[src/serial_port_pkg.sv]
package serial_port_pkg;

    // Header codes with the address-half bit cleared; bit 2 picks the upper half.
    localparam logic [7:0] HDR_ALT_NI = 8'h40;
    localparam logic [7:0] HDR_ALT_IL = 8'h48;
    localparam logic [7:0] HDR_CONST = 8'h43;
    localparam logic [7:0] HDR_RW_NI = 8'h41;
    localparam logic [7:0] HDR_RW_IL = 8'h49;
    localparam int HDR_HALF_BIT = 2;
    localparam logic [7:0] HDR_HALF_MASK = 8'h04;

    // Address byte layout: top bit marks a read, the low seven bits the address.
    localparam int ADDR_READ_BIT = 7;

    // Addresses that reach the current FIFO entry in constant-address mode.
    localparam logic [7:0] FIFO_WIN_LAST = 8'h1F;
    localparam logic [7:0] FIFO_ALIAS_A = 8'h6A;
    localparam logic [7:0] FIFO_ALIAS_B = 8'h7A;

    // Bits in one byte slot on either data line.
    localparam int BYTE_BITS = 8;
    localparam logic [2:0] LAST_BIT = 3'h7;

    // Timing of the serial clock made by the host end.
    localparam int CLOCK_PERIOD_NS = 25;
    localparam int LINK_PERIOD_NS = 200;
    localparam int LINK_HALF_CYCLES = (LINK_PERIOD_NS / 2 + CLOCK_PERIOD_NS - 1) / CLOCK_PERIOD_NS;
    localparam int MIN_HALF_CYCLES = 4;

    // Strap value assumed until the hardware clear samples chip select.
    localparam logic STRAP_RESET = 1'b1;

    // Sequence phases of the device end.
    typedef enum logic [6:0] {
        PH_HDR = 7'h01,
        PH_ADDR = 7'h02,
        PH_WDATA = 7'h04,
        PH_RSLOT = 7'h08,
        PH_WRUN = 7'h10,
        PH_RRUN = 7'h20,
        PH_IGNORE = 7'h40
    } phase_type;

    // Sequence types selected by the header byte.
    typedef enum logic [5:0] {
        MD_NONE = 6'h01,
        MD_ALT_NI = 6'h02,
        MD_ALT_IL = 6'h04,
        MD_CONST = 6'h08,
        MD_RW_NI = 6'h10,
        MD_RW_IL = 6'h20
    } mode_type;

    // States of the host end.
    typedef enum logic [4:0] {
        HS_IDLE = 5'h01,
        HS_LOW = 5'h02,
        HS_HIGH = 5'h04,
        HS_HOLD = 5'h08,
        HS_CLOSE = 5'h10
    } host_state_type;

endpackage : serial_port_pkg

[src/serial_port_if.sv]
interface serial_port_if;

    // Serial clock, chip select and host-to-device data, driven by the host.
    logic sclk;
    logic cs_n;
    logic sdi;
    // Device-to-host data with its output enable.
    logic sdo;
    logic sdo_oe;
    // Level seen on the return line; a pull-up holds it high when undriven.
    logic sdo_line;

    assign sdo_line = sdo_oe ? sdo : 1'b1;

    modport device (
        input sclk,
        input cs_n,
        input sdi,
        output sdo,
        output sdo_oe
    );

    modport host (
        output sclk,
        output cs_n,
        output sdi,
        input sdo_line
    );

endinterface : serial_port_if

[src/serial_port_device.sv]
// Functional notes
// - Four lines: clock, data in, data out, select.
// - Falling select starts a new register access.
// - Sample on rising clock, shift out on falling.
// - Host raises select; rising select ends any sequence.
// - Bytes of eight bits, most significant first.
// - Select strap sampled during hardware clear picks port.
// - Interrupt low active by default, high selectable.
// - First byte is header choosing sequence type.
// - Header bit 2 selects upper address half.
// - Header 40/44: address then one data byte.
// - Non-interleaved mode drives output only in read slots.
// - Header 48/4C: read data overlaps next address.
// - Interleaved modes need separate data lines.
// - Header 43/47: one address, many data bytes.
// - Header 41/45: non-interleaved reads, then write run.
// - Header 49/4D: interleaved reads, then write run.
// - FIFO window addresses in header 43 use an auto-advancing pointer; header 47 reaches only 80-FF, outside the window.
// - Write address ends read phase; data runs on.
module serial_port_device (
    // Clock and reset.
    input wire logic i_clock,
    input wire logic i_rstn,
    // Serial link toward the host.
    serial_port_if.device link,
    // Hardware clear pin and the strap it captures.
    input wire logic i_hw_clear_n,
    output logic o_serial_sel,
    // Register space access.
    output logic o_reg_wr,
    output logic o_reg_rd,
    output logic [7:0] o_reg_addr,
    output logic [7:0] o_reg_wdata,
    input wire logic [7:0] i_reg_rdata,
    output logic o_reg_fifo,
    output logic [7:0] o_fifo_index,
    // Interrupt request pin.
    input wire logic i_irq_request,
    input wire logic i_irq_high,
    output logic o_irq,
    output logic o_irq_oe
);

    typedef struct packed {
        logic [1:0] cs_sync;
        logic [1:0] sclk_sync;
        logic [1:0] sdi_sync;
        logic [1:0] clr_sync;
        logic sclk_prev;
        serial_port_pkg::phase_type phase;
        serial_port_pkg::mode_type mode;
        logic half;
        logic [7:0] rx;
        logic [2:0] cnt;
        logic [7:0] addr;
        logic [7:0] wdata;
        logic wr;
        logic rd;
        logic rd_wait;
        logic [7:0] pend;
        logic pend_v;
        logic [7:0] tx;
        logic sdo;
        logic drive;
        logic fifo;
        logic [7:0] fifo_idx;
        logic serial_sel;
        logic irq;
        logic irq_oe;
    } state_type;

    localparam state_type STATE_RESET = '{
        cs_sync: 2'h3,
        sclk_sync: 2'h0,
        sdi_sync: 2'h0,
        clr_sync: 2'h3,
        sclk_prev: 1'b0,
        phase: serial_port_pkg::PH_HDR,
        mode: serial_port_pkg::MD_NONE,
        half: 1'b0,
        rx: 8'h00,
        cnt: 3'h0,
        addr: 8'h00,
        wdata: 8'h00,
        wr: 1'b0,
        rd: 1'b0,
        rd_wait: 1'b0,
        pend: 8'h00,
        pend_v: 1'b0,
        tx: 8'h00,
        sdo: 1'b1,
        drive: 1'b0,
        fifo: 1'b0,
        fifo_idx: 8'h00,
        serial_sel: serial_port_pkg::STRAP_RESET,
        irq: 1'b1,
        irq_oe: 1'b0
    };

    state_type state_reg;
    state_type state_next;
    logic active;
    logic rise;
    logic fall;
    logic [7:0] byte_in;

    // Maps a header byte to its sequence type; anything else is refused.
    function automatic serial_port_pkg::mode_type decode_header(input logic [7:0] hdr);
        logic [7:0] base;
        base = hdr & ~serial_port_pkg::HDR_HALF_MASK;
        case (base)
            serial_port_pkg::HDR_ALT_NI: decode_header = serial_port_pkg::MD_ALT_NI;
            serial_port_pkg::HDR_ALT_IL: decode_header = serial_port_pkg::MD_ALT_IL;
            serial_port_pkg::HDR_CONST: decode_header = serial_port_pkg::MD_CONST;
            serial_port_pkg::HDR_RW_NI: decode_header = serial_port_pkg::MD_RW_NI;
            serial_port_pkg::HDR_RW_IL: decode_header = serial_port_pkg::MD_RW_IL;
            default: decode_header = serial_port_pkg::MD_NONE;
        endcase
    endfunction : decode_header

    // True for addresses that reach the FIFO entry rather than a register.
    function automatic logic in_fifo_window(input logic [7:0] adr);
        in_fifo_window = (adr <= serial_port_pkg::FIFO_WIN_LAST) || (adr == serial_port_pkg::FIFO_ALIAS_A)
            || (adr == serial_port_pkg::FIFO_ALIAS_B);
    endfunction : in_fifo_window

    // Link inputs are only read after their second synchroniser stage.
    assign active = ~state_reg.cs_sync[1] & state_reg.serial_sel & state_reg.clr_sync[1];
    assign rise = state_reg.sclk_sync[1] & ~state_reg.sclk_prev;
    assign fall = ~state_reg.sclk_sync[1] & state_reg.sclk_prev;
    assign byte_in = {state_reg.rx[6:0], state_reg.sdi_sync[1]};

    // Next-state logic for the whole port.
    always_comb begin
        state_next = state_reg;
        state_next.cs_sync = {state_reg.cs_sync[0], link.cs_n};
        state_next.sclk_sync = {state_reg.sclk_sync[0], link.sclk};
        state_next.sdi_sync = {state_reg.sdi_sync[0], link.sdi};
        state_next.clr_sync = {state_reg.clr_sync[0], i_hw_clear_n};
        state_next.sclk_prev = state_reg.sclk_sync[1];
        state_next.wr = 1'b0;
        state_next.rd = 1'b0;
        state_next.rd_wait = state_reg.rd;

        // Read data is taken the cycle after the read strobe, well before the next falling edge.
        if (state_reg.rd_wait) begin
            state_next.pend = i_reg_rdata;
            state_next.pend_v = 1'b1;
        end

        // The FIFO pointer moves on after every data access it served.
        if ((state_reg.wr | state_reg.rd) & state_reg.fifo) begin
            state_next.fifo_idx = state_reg.fifo_idx + 8'h01;
        end

        // The strap follows chip select for as long as the hardware clear is held.
        if (!state_reg.clr_sync[1]) begin
            state_next.serial_sel = state_reg.cs_sync[1];
        end

        // A high-active request is push-pull; a low-active one only pulls down.
        state_next.irq = i_irq_high ? i_irq_request : ~i_irq_request;
        state_next.irq_oe = i_irq_high | i_irq_request;

        if (!active) begin
            // Select high ends the access and drops any partial byte.
            state_next.phase = serial_port_pkg::PH_HDR;
            state_next.cnt = 3'h0;
            state_next.drive = 1'b0;
            state_next.sdo = 1'b1;
            state_next.pend_v = 1'b0;
            state_next.fifo = 1'b0;
        end else begin
            // Output changes only on falling edges; a slot starts when the bit count is zero.
            if (fall) begin
                if (state_reg.cnt == 3'h0) begin
                    if (state_reg.pend_v) begin
                        state_next.sdo = state_reg.pend[7];
                        state_next.tx = {state_reg.pend[6:0], 1'b0};
                        state_next.drive = 1'b1;
                        state_next.pend_v = 1'b0;
                    end else begin
                        state_next.sdo = 1'b1;
                        state_next.drive = 1'b0;
                    end
                end else if (state_reg.drive) begin
                    state_next.sdo = state_reg.tx[7];
                    state_next.tx = {state_reg.tx[6:0], 1'b0};
                end
            end

            // Input bits are shifted in on rising edges, eight to a byte.
            if (rise) begin
                state_next.rx = byte_in;
                state_next.cnt = state_reg.cnt + 3'h1;
                if (state_reg.cnt == serial_port_pkg::LAST_BIT) begin
                    case (state_reg.phase)
                        serial_port_pkg::PH_HDR: begin
                            state_next.mode = decode_header(byte_in);
                            state_next.half = byte_in[serial_port_pkg::HDR_HALF_BIT];
                            if (decode_header(byte_in) == serial_port_pkg::MD_NONE) begin
                                state_next.phase = serial_port_pkg::PH_IGNORE;
                            end else begin
                                state_next.phase = serial_port_pkg::PH_ADDR;
                            end
                        end
                        serial_port_pkg::PH_ADDR: begin
                            state_next.addr = {state_reg.half, byte_in[6:0]};
                            state_next.fifo = (state_reg.mode == serial_port_pkg::MD_CONST)
                                & in_fifo_window({state_reg.half, byte_in[6:0]});
                            state_next.fifo_idx = 8'h00;
                            if (byte_in[serial_port_pkg::ADDR_READ_BIT]) begin
                                state_next.rd = 1'b1;
                                case (state_reg.mode)
                                    serial_port_pkg::MD_CONST: state_next.phase = serial_port_pkg::PH_RRUN;
                                    serial_port_pkg::MD_ALT_IL,
                                    serial_port_pkg::MD_RW_IL: state_next.phase = serial_port_pkg::PH_ADDR;
                                    default: state_next.phase = serial_port_pkg::PH_RSLOT;
                                endcase
                            end else begin
                                case (state_reg.mode)
                                    serial_port_pkg::MD_CONST,
                                    serial_port_pkg::MD_RW_NI,
                                    serial_port_pkg::MD_RW_IL: state_next.phase = serial_port_pkg::PH_WRUN;
                                    default: state_next.phase = serial_port_pkg::PH_WDATA;
                                endcase
                            end
                        end
                        serial_port_pkg::PH_WDATA: begin
                            state_next.wr = 1'b1;
                            state_next.wdata = byte_in;
                            state_next.phase = serial_port_pkg::PH_ADDR;
                        end
                        serial_port_pkg::PH_RSLOT: begin
                            // Whatever the host shifted in during a read slot is dropped.
                            state_next.phase = serial_port_pkg::PH_ADDR;
                        end
                        serial_port_pkg::PH_WRUN: begin
                            state_next.wr = 1'b1;
                            state_next.wdata = byte_in;
                        end
                        serial_port_pkg::PH_RRUN: begin
                            state_next.rd = 1'b1;
                        end
                        serial_port_pkg::PH_IGNORE: begin
                            state_next.phase = serial_port_pkg::PH_IGNORE;
                        end
                        default: begin
                            state_next.phase = serial_port_pkg::PH_IGNORE;
                        end
                    endcase
                end
            end
        end
    end

    // State register.
    always_ff @(posedge i_clock or negedge i_rstn) begin
        if (!i_rstn) begin
            state_reg <= STATE_RESET;
        end else begin
            state_reg <= state_next;
        end
    end

    // Every output comes straight from the state register.
    assign link.sdo = state_reg.sdo;
    assign link.sdo_oe = state_reg.drive;
    assign o_serial_sel = state_reg.serial_sel;
    assign o_reg_wr = state_reg.wr;
    assign o_reg_rd = state_reg.rd;
    assign o_reg_addr = state_reg.addr;
    assign o_reg_wdata = state_reg.wdata;
    assign o_reg_fifo = state_reg.fifo;
    assign o_fifo_index = state_reg.fifo_idx;
    assign o_irq = state_reg.irq;
    assign o_irq_oe = state_reg.irq_oe;

endmodule : serial_port_device

[src/flat_wrapper.sv]
// flat-port wrapper written by rule: the top's interface ports become plain ports
module serial_port_device_flat 
  (i_clock, i_rstn, i_hw_clear_n, o_serial_sel, o_reg_wr, o_reg_rd, o_reg_addr, o_reg_wdata, i_reg_rdata, o_reg_fifo, o_fifo_index, i_irq_request, i_irq_high, o_irq, o_irq_oe, link_sclk, link_cs_n, link_sdi, link_sdo, link_sdo_oe);
  serial_port_if link_i ();
  input wire logic i_clock;
  input wire logic i_rstn;
  input wire logic i_hw_clear_n;
  output logic o_serial_sel;
  output logic o_reg_wr;
  output logic o_reg_rd;
  output logic [7:0] o_reg_addr;
  output logic [7:0] o_reg_wdata;
  input wire logic [7:0] i_reg_rdata;
  output logic o_reg_fifo;
  output logic [7:0] o_fifo_index;
  input wire logic i_irq_request;
  input wire logic i_irq_high;
  output logic o_irq;
  output logic o_irq_oe;
  input wire logic [$bits(link_i.sclk)-1:0] link_sclk;
  input wire logic [$bits(link_i.cs_n)-1:0] link_cs_n;
  input wire logic [$bits(link_i.sdi)-1:0] link_sdi;
  output wire logic [$bits(link_i.sdo)-1:0] link_sdo;
  output wire logic [$bits(link_i.sdo_oe)-1:0] link_sdo_oe;
  assign link_i.sclk = link_sclk;
  assign link_i.cs_n = link_cs_n;
  assign link_i.sdi = link_sdi;
  assign link_sdo = link_i.sdo;
  assign link_sdo_oe = link_i.sdo_oe;
  serial_port_device u_core (.i_clock(i_clock), .i_rstn(i_rstn), .link(link_i), .i_hw_clear_n(i_hw_clear_n), .o_serial_sel(o_serial_sel), .o_reg_wr(o_reg_wr), .o_reg_rd(o_reg_rd), .o_reg_addr(o_reg_addr), .o_reg_wdata(o_reg_wdata), .i_reg_rdata(i_reg_rdata), .o_reg_fifo(o_reg_fifo), .o_fifo_index(o_fifo_index), .i_irq_request(i_irq_request), .i_irq_high(i_irq_high), .o_irq(o_irq), .o_irq_oe(o_irq_oe));
endmodule
[config.mk]
export PLATFORM = sky130hd
export DESIGN_NAME = serial_port_device_flat
export DESIGN_NICKNAME = d
export VERILOG_FILES = /design/src/serial_port_pkg.sv /design/src/serial_port_if.sv /design/src/serial_port_device.sv /design/src/flat_wrapper.sv
export SDC_FILE = /design/constraint.sdc
export NUM_CORES = 1
export LEC_CHECK = 0
export BUFFER_PORTS_ARGS = -buffer_cell sky130_fd_sc_hd__buf_2
export CAP_MARGIN = 20
export CORE_UTILIZATION = 30
export CTS_BUF_LIST = sky130_fd_sc_hd__clkbuf_8
export CTS_CLUSTER_SIZE = 20
export DETAILED_ROUTE_END_ITERATION = 7
export HOLD_SLACK_MARGIN = 0.02
export SLEW_MARGIN = 15
export SYNTH_ARGS = -nofsm -noshare
export SYNTH_HDL_FRONTEND = slang
export SYNTH_SLANG_ARGS = --single-unit
[constraint.sdc]
create_clock -name i_clock -period 5.4 [get_ports i_clock]
set_clock_uncertainty 0.2 [all_clocks]
set_input_delay 0.54 -clock i_clock [delete_from_list [all_inputs] [get_ports i_clock]]
set_output_delay 0.54 -clock i_clock [all_outputs]
set_load 0.02 [all_outputs]
# Word level (Yosys, flattened, before mapping)
# Index checks and enable logic that the tools add are counted.
# word_totals
ff_bits	84
out_inout_bits	32
word_cells	122
# op_classes
n_addsub	2
order_cmp	1
eq_ne	27
n_mux	37
bitwise	12
reduce_logical	18
# op_table
operator	n
2-to-1 mux 9 bit	7
2-to-1 mux 43 bit	1
== test 7 x 6 -> 1 bit, second input constant	6
2-to-1 mux 6 bit	5
case mux 6 bit (5 select lines)	1
case mux 7 bit (4 select lines)	1
2-to-1 mux 8 bit	3
2-to-1 mux 7 bit	3
2-to-1 mux 18 bit	1
== test 8 x 7 -> 1 bit, second input constant	2
AND reduction 4 bit	4
2-to-1 mux 14 bit	1
!= test 2 bit, second input constant	6
case mux 6 bit (2 select lines)	1
2-to-1 mux 11 bit	1
adder 8 x 1 -> 8 bit, second input constant	1
<= comparator 8 x 5 -> 1 bit, second input constant	1
OR reduction 2 bit	4
== test 7 x 1 -> 1 bit, second input constant	1
== test 7 x 2 -> 1 bit, second input constant	1
== test 7 x 3 -> 1 bit, second input constant	1
== test 7 x 4 -> 1 bit, second input constant	1
== test 7 x 5 -> 1 bit, second input constant	1
bitwise AND 1 bit	6
other kinds (22)	37

# Depth between registers and ports, before layout
# Gate-level depths: netlist of run 1.
# logic_depth
depth_word	12
ltp_mapped	7
depth_no_buf	6

# Worst setup path after synthesis of run 1
# No wires, ideal clock.
# synth_timing
kind	register -> register
start	reg u_core.state_reg[50] (netlist name)
end	reg u_core.state_reg (netlist bit u_core.o_reg_wdata[0])
setup_ns	0.125
arrival_ns	2.066
required_time_ns	5.075
setup_slack_ns	3.009
stages_incl_launch_ff	7
n_path_buf	0
period_less_slack_ns	2.391
path_cell_list	dfrtp_1 -> ha_1 -> ha_1 -> nand3b_1 -> or4_1 -> nor2_2 -> mux2_2
# synth_between
elab_chain_cells	2
# synth_lines
element	line_no	source
from (decl)	serial_port_device.sv:100	state_type state_reg;
from (signal assigned)	serial_port_device.sv:262	state_reg <= state_next;
== test 3 bit	serial_port_device.sv:196	if (state_reg.cnt == serial_port_pkg::LAST_BIT) begin
AND reduction 4 bit (no source line)	-	
# No other way between the ends.
# A chain may end at the register's enable or synchronous reset.

# Worst setup path in the final report of run 1
# layout_timing
start	reg u_core.state_reg[50] (netlist name)
end	reg u_core.state_reg (netlist bit u_core.o_reg_wdata[5])
# Same word-level chain as after synthesis.

==> flow_metrics.env, run 1 <==
export IMPL_status="finished, final reports clean"
export IMPL_p_switching_uw=270
export IMPL_synth_seq_cells=82
export IMPL_wl_per_cell_um=13.4
export IMPL_hold_viol_final=0
export IMPL_ys_dominant_reg_cell="dfrtp_1"
export IMPL_tritoncts="yes"
export IMPL_antenna_found_initial=0
export IMPL_synth_top_area_frac=0.479
export IMPL_cp_data_required_time_ns=5.44
export IMPL_coreArea_um2=12200
export IMPL_clkSlewWorstSetupHoldPaths_ns=0.08
export IMPL_rr_worst_depth=6
export IMPL_worstSetupPathType="register to register"
export IMPL_drt_wl_total_mm=7.01
export IMPL_diodes=0
export IMPL_cts_sinks=82
export IMPL_critPathArrivalTime_ns=2.75
export IMPL_finalPower_uw=1180
export IMPL_min_to="u_core.state_next[77]$_DFF_PN1_"
export IMPL_avgSynthCellArea_um2=11.6
export IMPL_avgViaCountPerCell=4.67
export IMPL_multi_input_area_um2=1460
export IMPL_dp_hpwl_mm=4.77
export IMPL_fin_crit_ns=2.72
export IMPL_max_freq_mhz=368
export IMPL_syn_nets=351
export IMPL_hold_class="input pin to register"
export IMPL_start_util=0.312
export IMPL_worstSetupStartpointType="register"
export IMPL_syn_to_final_growth_pct=11.9
export IMPL_intPower_uw=908
export IMPL_cts_resized=0
export IMPL_die_y_um=115
export IMPL_power_density_nw_per_um2=276
export IMPL_slew_violations=0
export IMPL_finalCritPeriodShare=0.503
export IMPL_routed_via_count=2447
export IMPL_maxCapViolations=0
export IMPL_cts_setup_buffers=0
export IMPL_yosys_top_cells_count="dfrtp_1 (73), mux2_2 (38), nand2_1 (27)"
export IMPL_cts_root_buf="clkbuf_8"
export IMPL_place_congestion=0.804
export IMPL_seqPwrFrac=0.546
export IMPL_clk_path_buf_depth=2
export IMPL_r2r_start="u_core.state_reg[50]$_DFFE_PN0N_"
export IMPL_synth_cells=330
export IMPL_ys_types=49
export IMPL_synth_most_common_cell="dfrtp_1"
export IMPL_yosysTopAreaCell="dfrtp_1"
export IMPL_largest_reg_flops=37
export IMPL_relSlewSlack=0.499
export IMPL_synth_edf_count=0
export IMPL_rrSetupSlack_ns=2.68
export IMPL_h_tree_depth=3
export IMPL_ioPinCount=48
export IMPL_worstMarginPinSlew_ns=0.751
export IMPL_grt_ovfl_total=0
export IMPL_die_w_um=115
export IMPL_fin_setup_tns_ns=0
export IMPL_ys_async_sr_fraction=1.00
export IMPL_seqCellArea_um2=2060
export IMPL_grt_setup_unrepaired="no"
export IMPL_clock_latency_ns=0.35
export IMPL_ir_drop_uv=150
export IMPL_drtAntennaViolNets=0
export IMPL_crit_path_end_kind="register"
export IMPL_fin_nets=372
export IMPL_min_from="i_hw_clear_n"
export IMPL_power_leakage_uw=0.00202
export IMPL_rows=40
export IMPL_swShare=0.229
export IMPL_final_util=0.349
export IMPL_p_comb_frac=0.040
export IMPL_drive_gt1_frac=0.326
export IMPL_r2r_end="u_core.o_reg_wdata[5]$_DFFE_PN0P_"
export IMPL_ys_seq_area_frac=0.541
export IMPL_grt_max_degree=83
export IMPL_ys_warn_count=0
export IMPL_drc=0
export IMPL_syn_area_um2=3810
export IMPL_synth_area_leaders="dfrtp_1 (48%), mux2_2 (11%), dfstp_2 (6.2%), buf_4 (4.7%), nand2_1 (2.7%)"
export IMPL_numCtsBuffers=9
export IMPL_clockPowerShare=0.415
export IMPL_port_buffers=47
export IMPL_grt_pass1_vias=2443
export IMPL_worstPathMaxFanout=10
export IMPL_fillCellCount=1273
export IMPL_die_area_um2=13200
export IMPL_hold_path_depth=1
export IMPL_drt_initial_drc_count=106
export IMPL_grtUsageTotal=0.115
export IMPL_first_pass_iters=4
export IMPL_grt_pass1_wl_mm=11.7
export IMPL_setup_viol=0
==> worst max-delay path: stages, from the launching register on <==
cell and delay, ns:
dfrtp_1 0.39, ha_1 0.16, ha_1 0.15, nand3b_1 0.32, or4_1 0.60, nor2_2 0.40, mux2_2 0.39
==> per-layer routing <==
layer  GRT usage  routed length (µm)  vias to the layer above
met5           0                   0                        -
met4      0.0424                  82                        0
met3      0.0348                 344                       11
met2       0.182                3330                       59
met1       0.148                3260                     1197
li1            -                   -                     1180
==> power groups by stage <==
stage / Clock (µW) / Sequential (µW) / Combinational (µW)
after floorplan: 0 / 653 / 19.2
after global placement: 0 / 654 / 44.3
after detailed placement: 0 / 655 / 45.1
after CTS: 509 / 643 / 45.4
after global routing: 530 / 646 / 52.9
final: 488 / 643 / 46.5
==> area by class of cell <==
type / count / share of cell area
multi-input cells: 201 / 0.343
well taps: 168 / 0.0493
repair buffers: 50 / 0.0672
flip-flops and latches: 82 / 0.484
clock inverters: 7 / 0.0220
inverters: 7 / 0.00616
clock buffers: 9 / 0.0290
==> what timing repair did <==
action	CTS	global route
hold buffers	0	1
setup endpoints to repair	0	0
endpoints found under the hold margin	0	22
==> logic make-up after synthesis <==
family                   synth area share
XOR/XNOR                           0.0253
AND/OR/NAND/NOR                     0.147
multiplexers                        0.127
adder cells (fa/ha/maj)            0.0164
flip-flops                          0.541
buffers and inverters              0.0755
AO/OA/AOI/OAI                      0.0683
==> cell usage in the layout, fill, tap and decap left out, drive strengths merged, types with 2 or more instances in the layout <==
master and instances:
or4b 2, nor3 10, clkbuf 9, nand4b 2
a21oi 7, o211ai 2, nand2 27, mux2 39
buf 49, clkinv 2, inv 9, a32o 2
dfrtp 73, nor4 4, o21ai 14, nor2b 3
xor2 3, bufinv 2, nand3b 2, or4 4
or3 5, nand4 2, nand3 10, o31ai 6
nor4b 3, and3b 2, nand2b 6, dfstp 9
mux2i 4, ha 5, nor2 17, xnor2 8
==> worst max-delay path by stage <==
stage / end / from / slack (ns) / cells past startpoint
final: u_core.o_reg_wdata[5]$_DFFE_PN0P_ / u_core.state_reg[50]$_DFFE_PN0N_ / 2.68 / 6
after global routing: u_core.o_reg_wdata[5]$_DFFE_PN0P_ / u_core.state_reg[50]$_DFFE_PN0N_ / 2.54 / 6
after CTS: u_core.o_reg_addr[5]$_DFFE_PN0P_ / u_core.state_reg[50]$_DFFE_PN0N_ / 2.58 / 5
after detailed placement: u_core.o_reg_addr[4]$_DFFE_PN0P_ / u_core.state_reg[50]$_DFFE_PN0N_ / 2.58 / 5
after global placement: u_core.o_reg_addr[3]$_DFFE_PN0P_ / u_core.state_reg[50]$_DFFE_PN0N_ / 2.67 / 5
after floorplan: u_core.o_reg_wdata[0]$_DFFE_PN0P_ / u_core.state_reg[50]$_DFFE_PN0N_ / 3.01 / 6
==> stage by stage <==
stage	std cells	hold WS, ns	area [µm²]	setup slack, ns
3_3_place_gp	505	0.135	4000	2.67
2_1_floorplan	330	0.0444	3810	3.01
5_1_grt	524	0.0526	4270	2.54
6_report	524	0.0796	4270	2.68
3_5_place_dp	505	0.137	4000	2.58
4_1_cts	521	0.0588	4220	2.58
(Power assumes the default switching activity.)
==> run 2, diff against run 1 <==
Clock period 5.4 ns to 2.5 ns, I/O delays scaled along.
==> run 2 against run 1 <==
  * Clock-buffer cell count grew 1
  * Die area is the same
  * Wire length up 2.5%
  * Hold slack lost 0.035 ns
  * Flip-flop and latch count unchanged
  * Global-route usage increased by 0.69 points
  * Largest power group unchanged
  * Combinational power rose to 2.6 times the previous value
  * Via count increased by 4.0%
  * Register-to-register slack lost 2.5 ns
  * Final cell count grew 4.4%
  * Clock power up 93%
==> flow_metrics.env, run 2 (synthesis gave the netlist of run 1 again) <==
export IMPL_status="finished, final reports clean"
export IMPL_cts_hold_buf=16
export IMPL_r2r_end="u_core.o_reg_addr[3]$_DFFE_PN0P_"
export IMPL_clock_latency_ns=0.34
export IMPL_relSlewSlack=0.609
export IMPL_grt_pass1_vias=2565
export IMPL_cts_resized=0
export IMPL_drive_gt1_frac=0.325
export IMPL_critPathArrivalTime_ns=2.35
export IMPL_wl_per_cell_um=13.1
export IMPL_start_util=0.312
export IMPL_fin_nets=395
export IMPL_syn_to_final_growth_pct=16.5
export IMPL_r2r_start="u_core.state_reg[70]$_DFFE_PN0P_"
export IMPL_ioPinCount=48
export IMPL_worstMarginPinSlew_ns=0.578
export IMPL_rr_worst_depth=4
export IMPL_antenna_found_initial=0
export IMPL_clkSlewWorstSetupHoldPaths_ns=0.08
export IMPL_hold_path_depth=4
export IMPL_hold_class="input pin to register"
export IMPL_coreArea_um2=12200
export IMPL_final_instance_count_excl_fill=547
export IMPL_placed_cells=515
export IMPL_die_area_um2=13200
export IMPL_path_cells="or4b_1 -> nor4_4 -> buf_4 -> mux2_2"
export IMPL_grt_ovfl_total=0
export IMPL_dp_hpwl_mm=4.85
export IMPL_tritoncts="yes"
export IMPL_timing_final_ws_setup_ns=0.179
export IMPL_p_switching_uw=554
export IMPL_grt_max_degree=82
export IMPL_numCtsBuffers=9
export IMPL_worstSetupPathType="register to register"
export IMPL_rrSetupSlack_ns=0.18
export IMPL_avgViaCountPerCell=4.65
export IMPL_crit_path_top_delay_cell="or4b_1"
export IMPL_diodes=0
export IMPL_placed_area_um2=4090
export IMPL_drc=0
export IMPL_swShare=0.226
export IMPL_h_tree_depth=3
export IMPL_largest_reg_flops=37
export IMPL_hold_viol_final=0
export IMPL_dp_slack_ns=0.192
export IMPL_clockPowerShare=0.384
export IMPL_max_freq_mhz=431
export IMPL_cts_root_buf="clkbuf_8"
export IMPL_rows=40
export IMPL_grtUsageTotal=0.122
export IMPL_seqPwrFrac=0.567
export IMPL_final_cell_mix="dfrtp_1 (73), buf_2 (46), mux2_2 (38)"
export IMPL_drt_initial_drc_count=105
export IMPL_worstPathMaxFanout=17
export IMPL_grt_pass1_wl_mm=12.6
export IMPL_worstSetupStartpointType="register"
export IMPL_port_buffers=47
export IMPL_ir_drop_uv=258
export IMPL_fin_crit_ns=2.32
export IMPL_die_y_um=115
export IMPL_cp_data_required_time_ns=2.53
export IMPL_min_to="u_core.o_irq_oe$_DFF_PN0_"
export IMPL_power_leakage_uw=0.00211
export IMPL_power_density_nw_per_um2=552
export IMPL_first_pass_iters=6
export IMPL_routed_via_count=2546
export IMPL_drtAntennaViolNets=0
export IMPL_slew_violations=0
export IMPL_p_comb_frac=0.049
export IMPL_cts_sinks=82
export IMPL_cts_setup_buffers=0
export IMPL_fin_setup_tns_ns=0
export IMPL_maxCapViolations=0
export IMPL_drt_wl_total_mm=7.18
export IMPL_clk_path_buf_depth=2
export IMPL_fillCellCount=1241
export IMPL_finalCritPeriodShare=0.928
export IMPL_crit_path_end_kind="register"
export IMPL_stdcell_area_um2=4440
export IMPL_crit_path_max_incr_delay_ns=0.63
export IMPL_die_w_um=115
export IMPL_place_congestion=0.797
export IMPL_intPower_uw=1900
export IMPL_setup_viol=0
export IMPL_min_from="i_irq_request"
export IMPL_final_common_cell="dfrtp_1"
export IMPL_grt_setup_unrepaired="no"
==> run 2: worst max path at each step <==
| stage | startpoint | slack, ns | end |
|---|---|---|---|
| 2_1_floorplan | u_core.state_reg[50]$_DFFE_PN0N_ | 0.11 | u_core.o_reg_wdata[0]$_DFFE_PN0P_ |
| 3_3_place_gp | u_core.state_reg[70]$_DFFE_PN0P_ | 0.26 | u_core.o_reg_addr[3]$_DFFE_PN0P_ |
| 3_5_place_dp | u_core.state_reg[70]$_DFFE_PN0P_ | 0.19 | u_core.o_reg_addr[3]$_DFFE_PN0P_ |
| 4_1_cts | u_core.state_reg[70]$_DFFE_PN0P_ | 0.20 | u_core.o_reg_addr[3]$_DFFE_PN0P_ |
| 5_1_grt | u_core.state_reg[70]$_DFFE_PN0P_ | 0.10 | u_core.o_reg_addr[3]$_DFFE_PN0P_ |
| 6_report | u_core.state_reg[70]$_DFFE_PN0P_ | 0.18 | u_core.o_reg_addr[3]$_DFFE_PN0P_ |
==> run 2: critical path, delay by kind of cell (launching register included) <==
| kind | cells | cell delay [ns] |
|---|---|---|
| and+or+nand+nor | 2 | 0.87 |
| muxes | 1 | 0.37 |
| DFF | 1 | 0.48 |
| buffers and inverters | 1 | 0.28 |
==> run 2: power by group through the flow <==
stage	registers (µW)	clock network, µW	logic [µW]
after floorplan	1410	0	41.5
after global placement	1410	0	102
after detailed placement	1420	0	104
after CTS	1390	980	124
after global routing	1400	1040	135
final	1390	942	120
==> run 2: area by class of cell <==
type	count	area (µm²)	share of cell area
clock buffer	10	138	0.0310
clock inverter	6	58.8	0.0132
inverter	7	26.3	0.00591
multi-input combinational	201	1460	0.329
sequential	82	2060	0.464
tap	168	210	0.0473
timing repair buffer	73	485	0.109
==> run 2: through the flow <==
stage                     total power, µW   util  hold WS [ns]
after floorplan                      1450      -        -0.246
after global placement               1520  0.335        -0.156
after detailed placement             1520  0.335        -0.158
after CTS                            2490  0.364        0.0334
after global routing                 2570  0.364        0.0326
final                                2450  0.364        0.0445
==> run 2: routing by layer <==
layer / part of all wire / GRT usage / up-vias
li1: - / - / 1231
met4: 0.012 / 0.0364 / 0
met2: 0.47 / 0.199 / 45
met3: 0.043 / 0.0322 / 9
met5: 0 / 0 / -
met1: 0.47 / 0.159 / 1261
==> run 3, diff against run 2 <==
Clock period 2.5 ns to 2.6 ns, I/O delays scaled along.
==> run 3 against run 2 <==
  * Combinational power is 3% lower
  * Utilization hardly changed
  * Via count decreased by 0.59%
  * Wire length is 0.52% higher
  * Largest power group unchanged
  * Critical endpoint is now u_core.o_reg_addr[4]$_DFFE_PN0P_
  * Final cell count is 0.37% lower
  * Non-clock buffer count down 2
  * Die area unchanged
  * Sequential share of layout area about the same
==> flow_metrics.env, run 3 (synthesis gave the netlist of run 1 again) <==
export IMPL_drt_wl_total_mm=7.22
export IMPL_h_tree_depth=3
export IMPL_ir_drop_uv=203
export IMPL_die_y_um=115
export IMPL_status="finished, final reports clean"
export IMPL_cts_root_buf="clkbuf_8"
export IMPL_cp_top_family="simple AND/OR/NAND/NOR gates"
export IMPL_tritoncts="yes"
export IMPL_power_leakage_uw=0.00211
export IMPL_grt_pass1_wl_mm=12.4
export IMPL_drc=0
export IMPL_crit_path_top_delay_cell="or4b_1"
export IMPL_hold_viol_final=0
export IMPL_cp_data_required_time_ns=2.64
export IMPL_grt_setup_unrepaired="no"
export IMPL_avgViaCountPerCell=4.64
export IMPL_clock_latency_ns=0.35
export IMPL_start_util=0.312
export IMPL_setup_viol=0
export IMPL_hold_path_depth=4
export IMPL_finalPower_uw=2460
export IMPL_relSlewSlack=0.500
export IMPL_worstSetupStartpointType="register"
export IMPL_clkSlewWorstSetupHoldPaths_ns=0.08
export IMPL_coreArea_um2=12200
export IMPL_die_w_um=115
export IMPL_intPower_uw=1900
export IMPL_first_pass_iters=4
export IMPL_place_congestion=0.891
export IMPL_final_common_cell="dfrtp_1"
export IMPL_grt_ovfl_total=0
export IMPL_port_buffers=47
export IMPL_syn_to_final_growth_pct=16.6
export IMPL_wl_per_cell_um=13.2
export IMPL_grt_pass1_vias=2577
export IMPL_fin_nets=393
export IMPL_largest_reg_flops=37
export IMPL_worstSetupPathType="register to register"
export IMPL_clk_path_buf_depth=2
export IMPL_power_density_nw_per_um2=554
export IMPL_drt_initial_drc_count=145
export IMPL_clockPowerShare=0.411
export IMPL_r2r_end="u_core.o_reg_addr[4]$_DFFE_PN0P_"
export IMPL_seqPwrFrac=0.542
export IMPL_min_from="i_irq_request"
export IMPL_critPathArrivalTime_ns=2.36
export IMPL_rr_worst_depth=4
export IMPL_ioPinCount=48
export IMPL_fin_crit_ns=2.32
export IMPL_swShare=0.228
export IMPL_p_comb_frac=0.047
export IMPL_antenna_found_initial=0
export IMPL_rrSetupSlack_ns=0.28
export IMPL_path_buf_inv=1
export IMPL_cp_startpoint="u_core.state_reg[71]$_DFFE_PN0P_"
export IMPL_worstMarginPinSlew_ns=0.740
export IMPL_cts_hold_buf=15
export IMPL_numCtsBuffers=9
export IMPL_rows=40
export IMPL_fin_setup_tns_ns=0
export IMPL_worstPathMaxFanout=17
export IMPL_crit_path_max_incr_delay_ns=0.66
export IMPL_final_cell_mix="dfrtp_1 (73), buf_2 (46), mux2_2 (38)"
export IMPL_p_switching_uw=561
export IMPL_cts_setup_buffers=0
export IMPL_die_area_um2=13200
export IMPL_dp_hpwl_mm=4.90
export IMPL_cts_resized=0
export IMPL_routed_via_count=2531
export IMPL_crit_path_end_kind="register"
export IMPL_grtUsageTotal=0.120
export IMPL_r2r_start="u_core.state_reg[71]$_DFFE_PN0P_"
export IMPL_max_freq_mhz=432
export IMPL_finalCritPeriodShare=0.891
export IMPL_path_cells="or4b_1 -> nor4_4 -> buf_4 -> mux2_2"
export IMPL_grt_max_degree=43
export IMPL_drive_gt1_frac=0.326
export IMPL_maxCapViolations=0
export IMPL_slew_violations=0
export IMPL_cts_sinks=82
export IMPL_drtAntennaViolNets=0
export IMPL_min_to="u_core.o_irq_oe$_DFF_PN0_"
export IMPL_diodes=0
export IMPL_hold_class="input pin to register"
## run 3: changes by cell type in the layout (fill, tap and decap cells not counted)
| cell | before | now |
|---|---|---|
| buf_4 | 10 | 9 |
| inv_1 | 9 | 8 |
| dlygate4sd3_1 | 16 | 15 |
| clkbuf_8 | 10 | 9 |
| inv_6 | 0 | 1 |
| bufinv_16 | 1 | 2 |
## run 3: cell type report
class / count / area (µm²)
Timing Repair Buffer: 71 / 468
Multi-Input combinational cell: 201 / 1460
Inverter: 7 / 26.3
Clock buffer: 9 / 124
Tap cell: 168 / 210
Clock inverter: 7 / 93.8
Fill cell: 1258 / 7760
Sequential cell: 82 / 2060
## run 3: metrics by stage
step,utilization,instance area (µm²),hold WS (ns),setup slack [ns],instances
2_1_floorplan,-,3810,-0.236,0.209,330
3_3_place_gp,0.334,4080,0.0813,0.341,514
3_5_place_dp,0.334,4080,0.0905,0.287,514
4_1_cts,0.364,4450,0.0335,0.279,545
5_1_grt,0.364,4450,0.0496,0.182,545
6_report,0.364,4450,0.0488,0.284,545
## run 3: worst max path at each step
stage | to | slack, ns | depth (start not counted)
finish | u_core.o_reg_addr[4]$_DFFE_PN0P_ | 0.28 | 4
global route | u_core.o_reg_addr[0]$_DFFE_PN0P_ | 0.18 | 4
CTS | u_core.o_reg_addr[0]$_DFFE_PN0P_ | 0.28 | 4
detailed placement | u_core.o_reg_addr[3]$_DFFE_PN0P_ | 0.29 | 4
global placement | u_core.o_reg_addr[2]$_DFFE_PN0P_ | 0.34 | 4
floorplan | u_core.o_reg_wdata[0]$_DFFE_PN0P_ | 0.21 | 6
## run 3: tightest hold or removal path, delay by kind of cell
family / cells / cell delay (ns)
adder cells (fa/ha/maj): 1 / 0.13
buffers and inverters: 3 / 0.18
## run 3: per-layer routing
layer | up-vias | share of wire | track usage
li1 | 1221 | - | -
met1 | 1241 | 0.48 | 0.157
met2 | 57 | 0.46 | 0.189
met3 | 12 | 0.041 | 0.0295
met4 | 0 | 0.021 | 0.0563
met5 | - | 0 | 0
## run 3: power groups by stage
stage | Combinational [µW] | Sequential [µW] | Clock (µW)
6_report | 116 | 1340 | 1010
4_1_cts | 120 | 1340 | 1060
3_3_place_gp | 99.1 | 1360 | 0
5_1_grt | 130 | 1340 | 1100
2_1_floorplan | 39.9 | 1360 | 0
3_5_place_dp | 102 | 1360 | 0
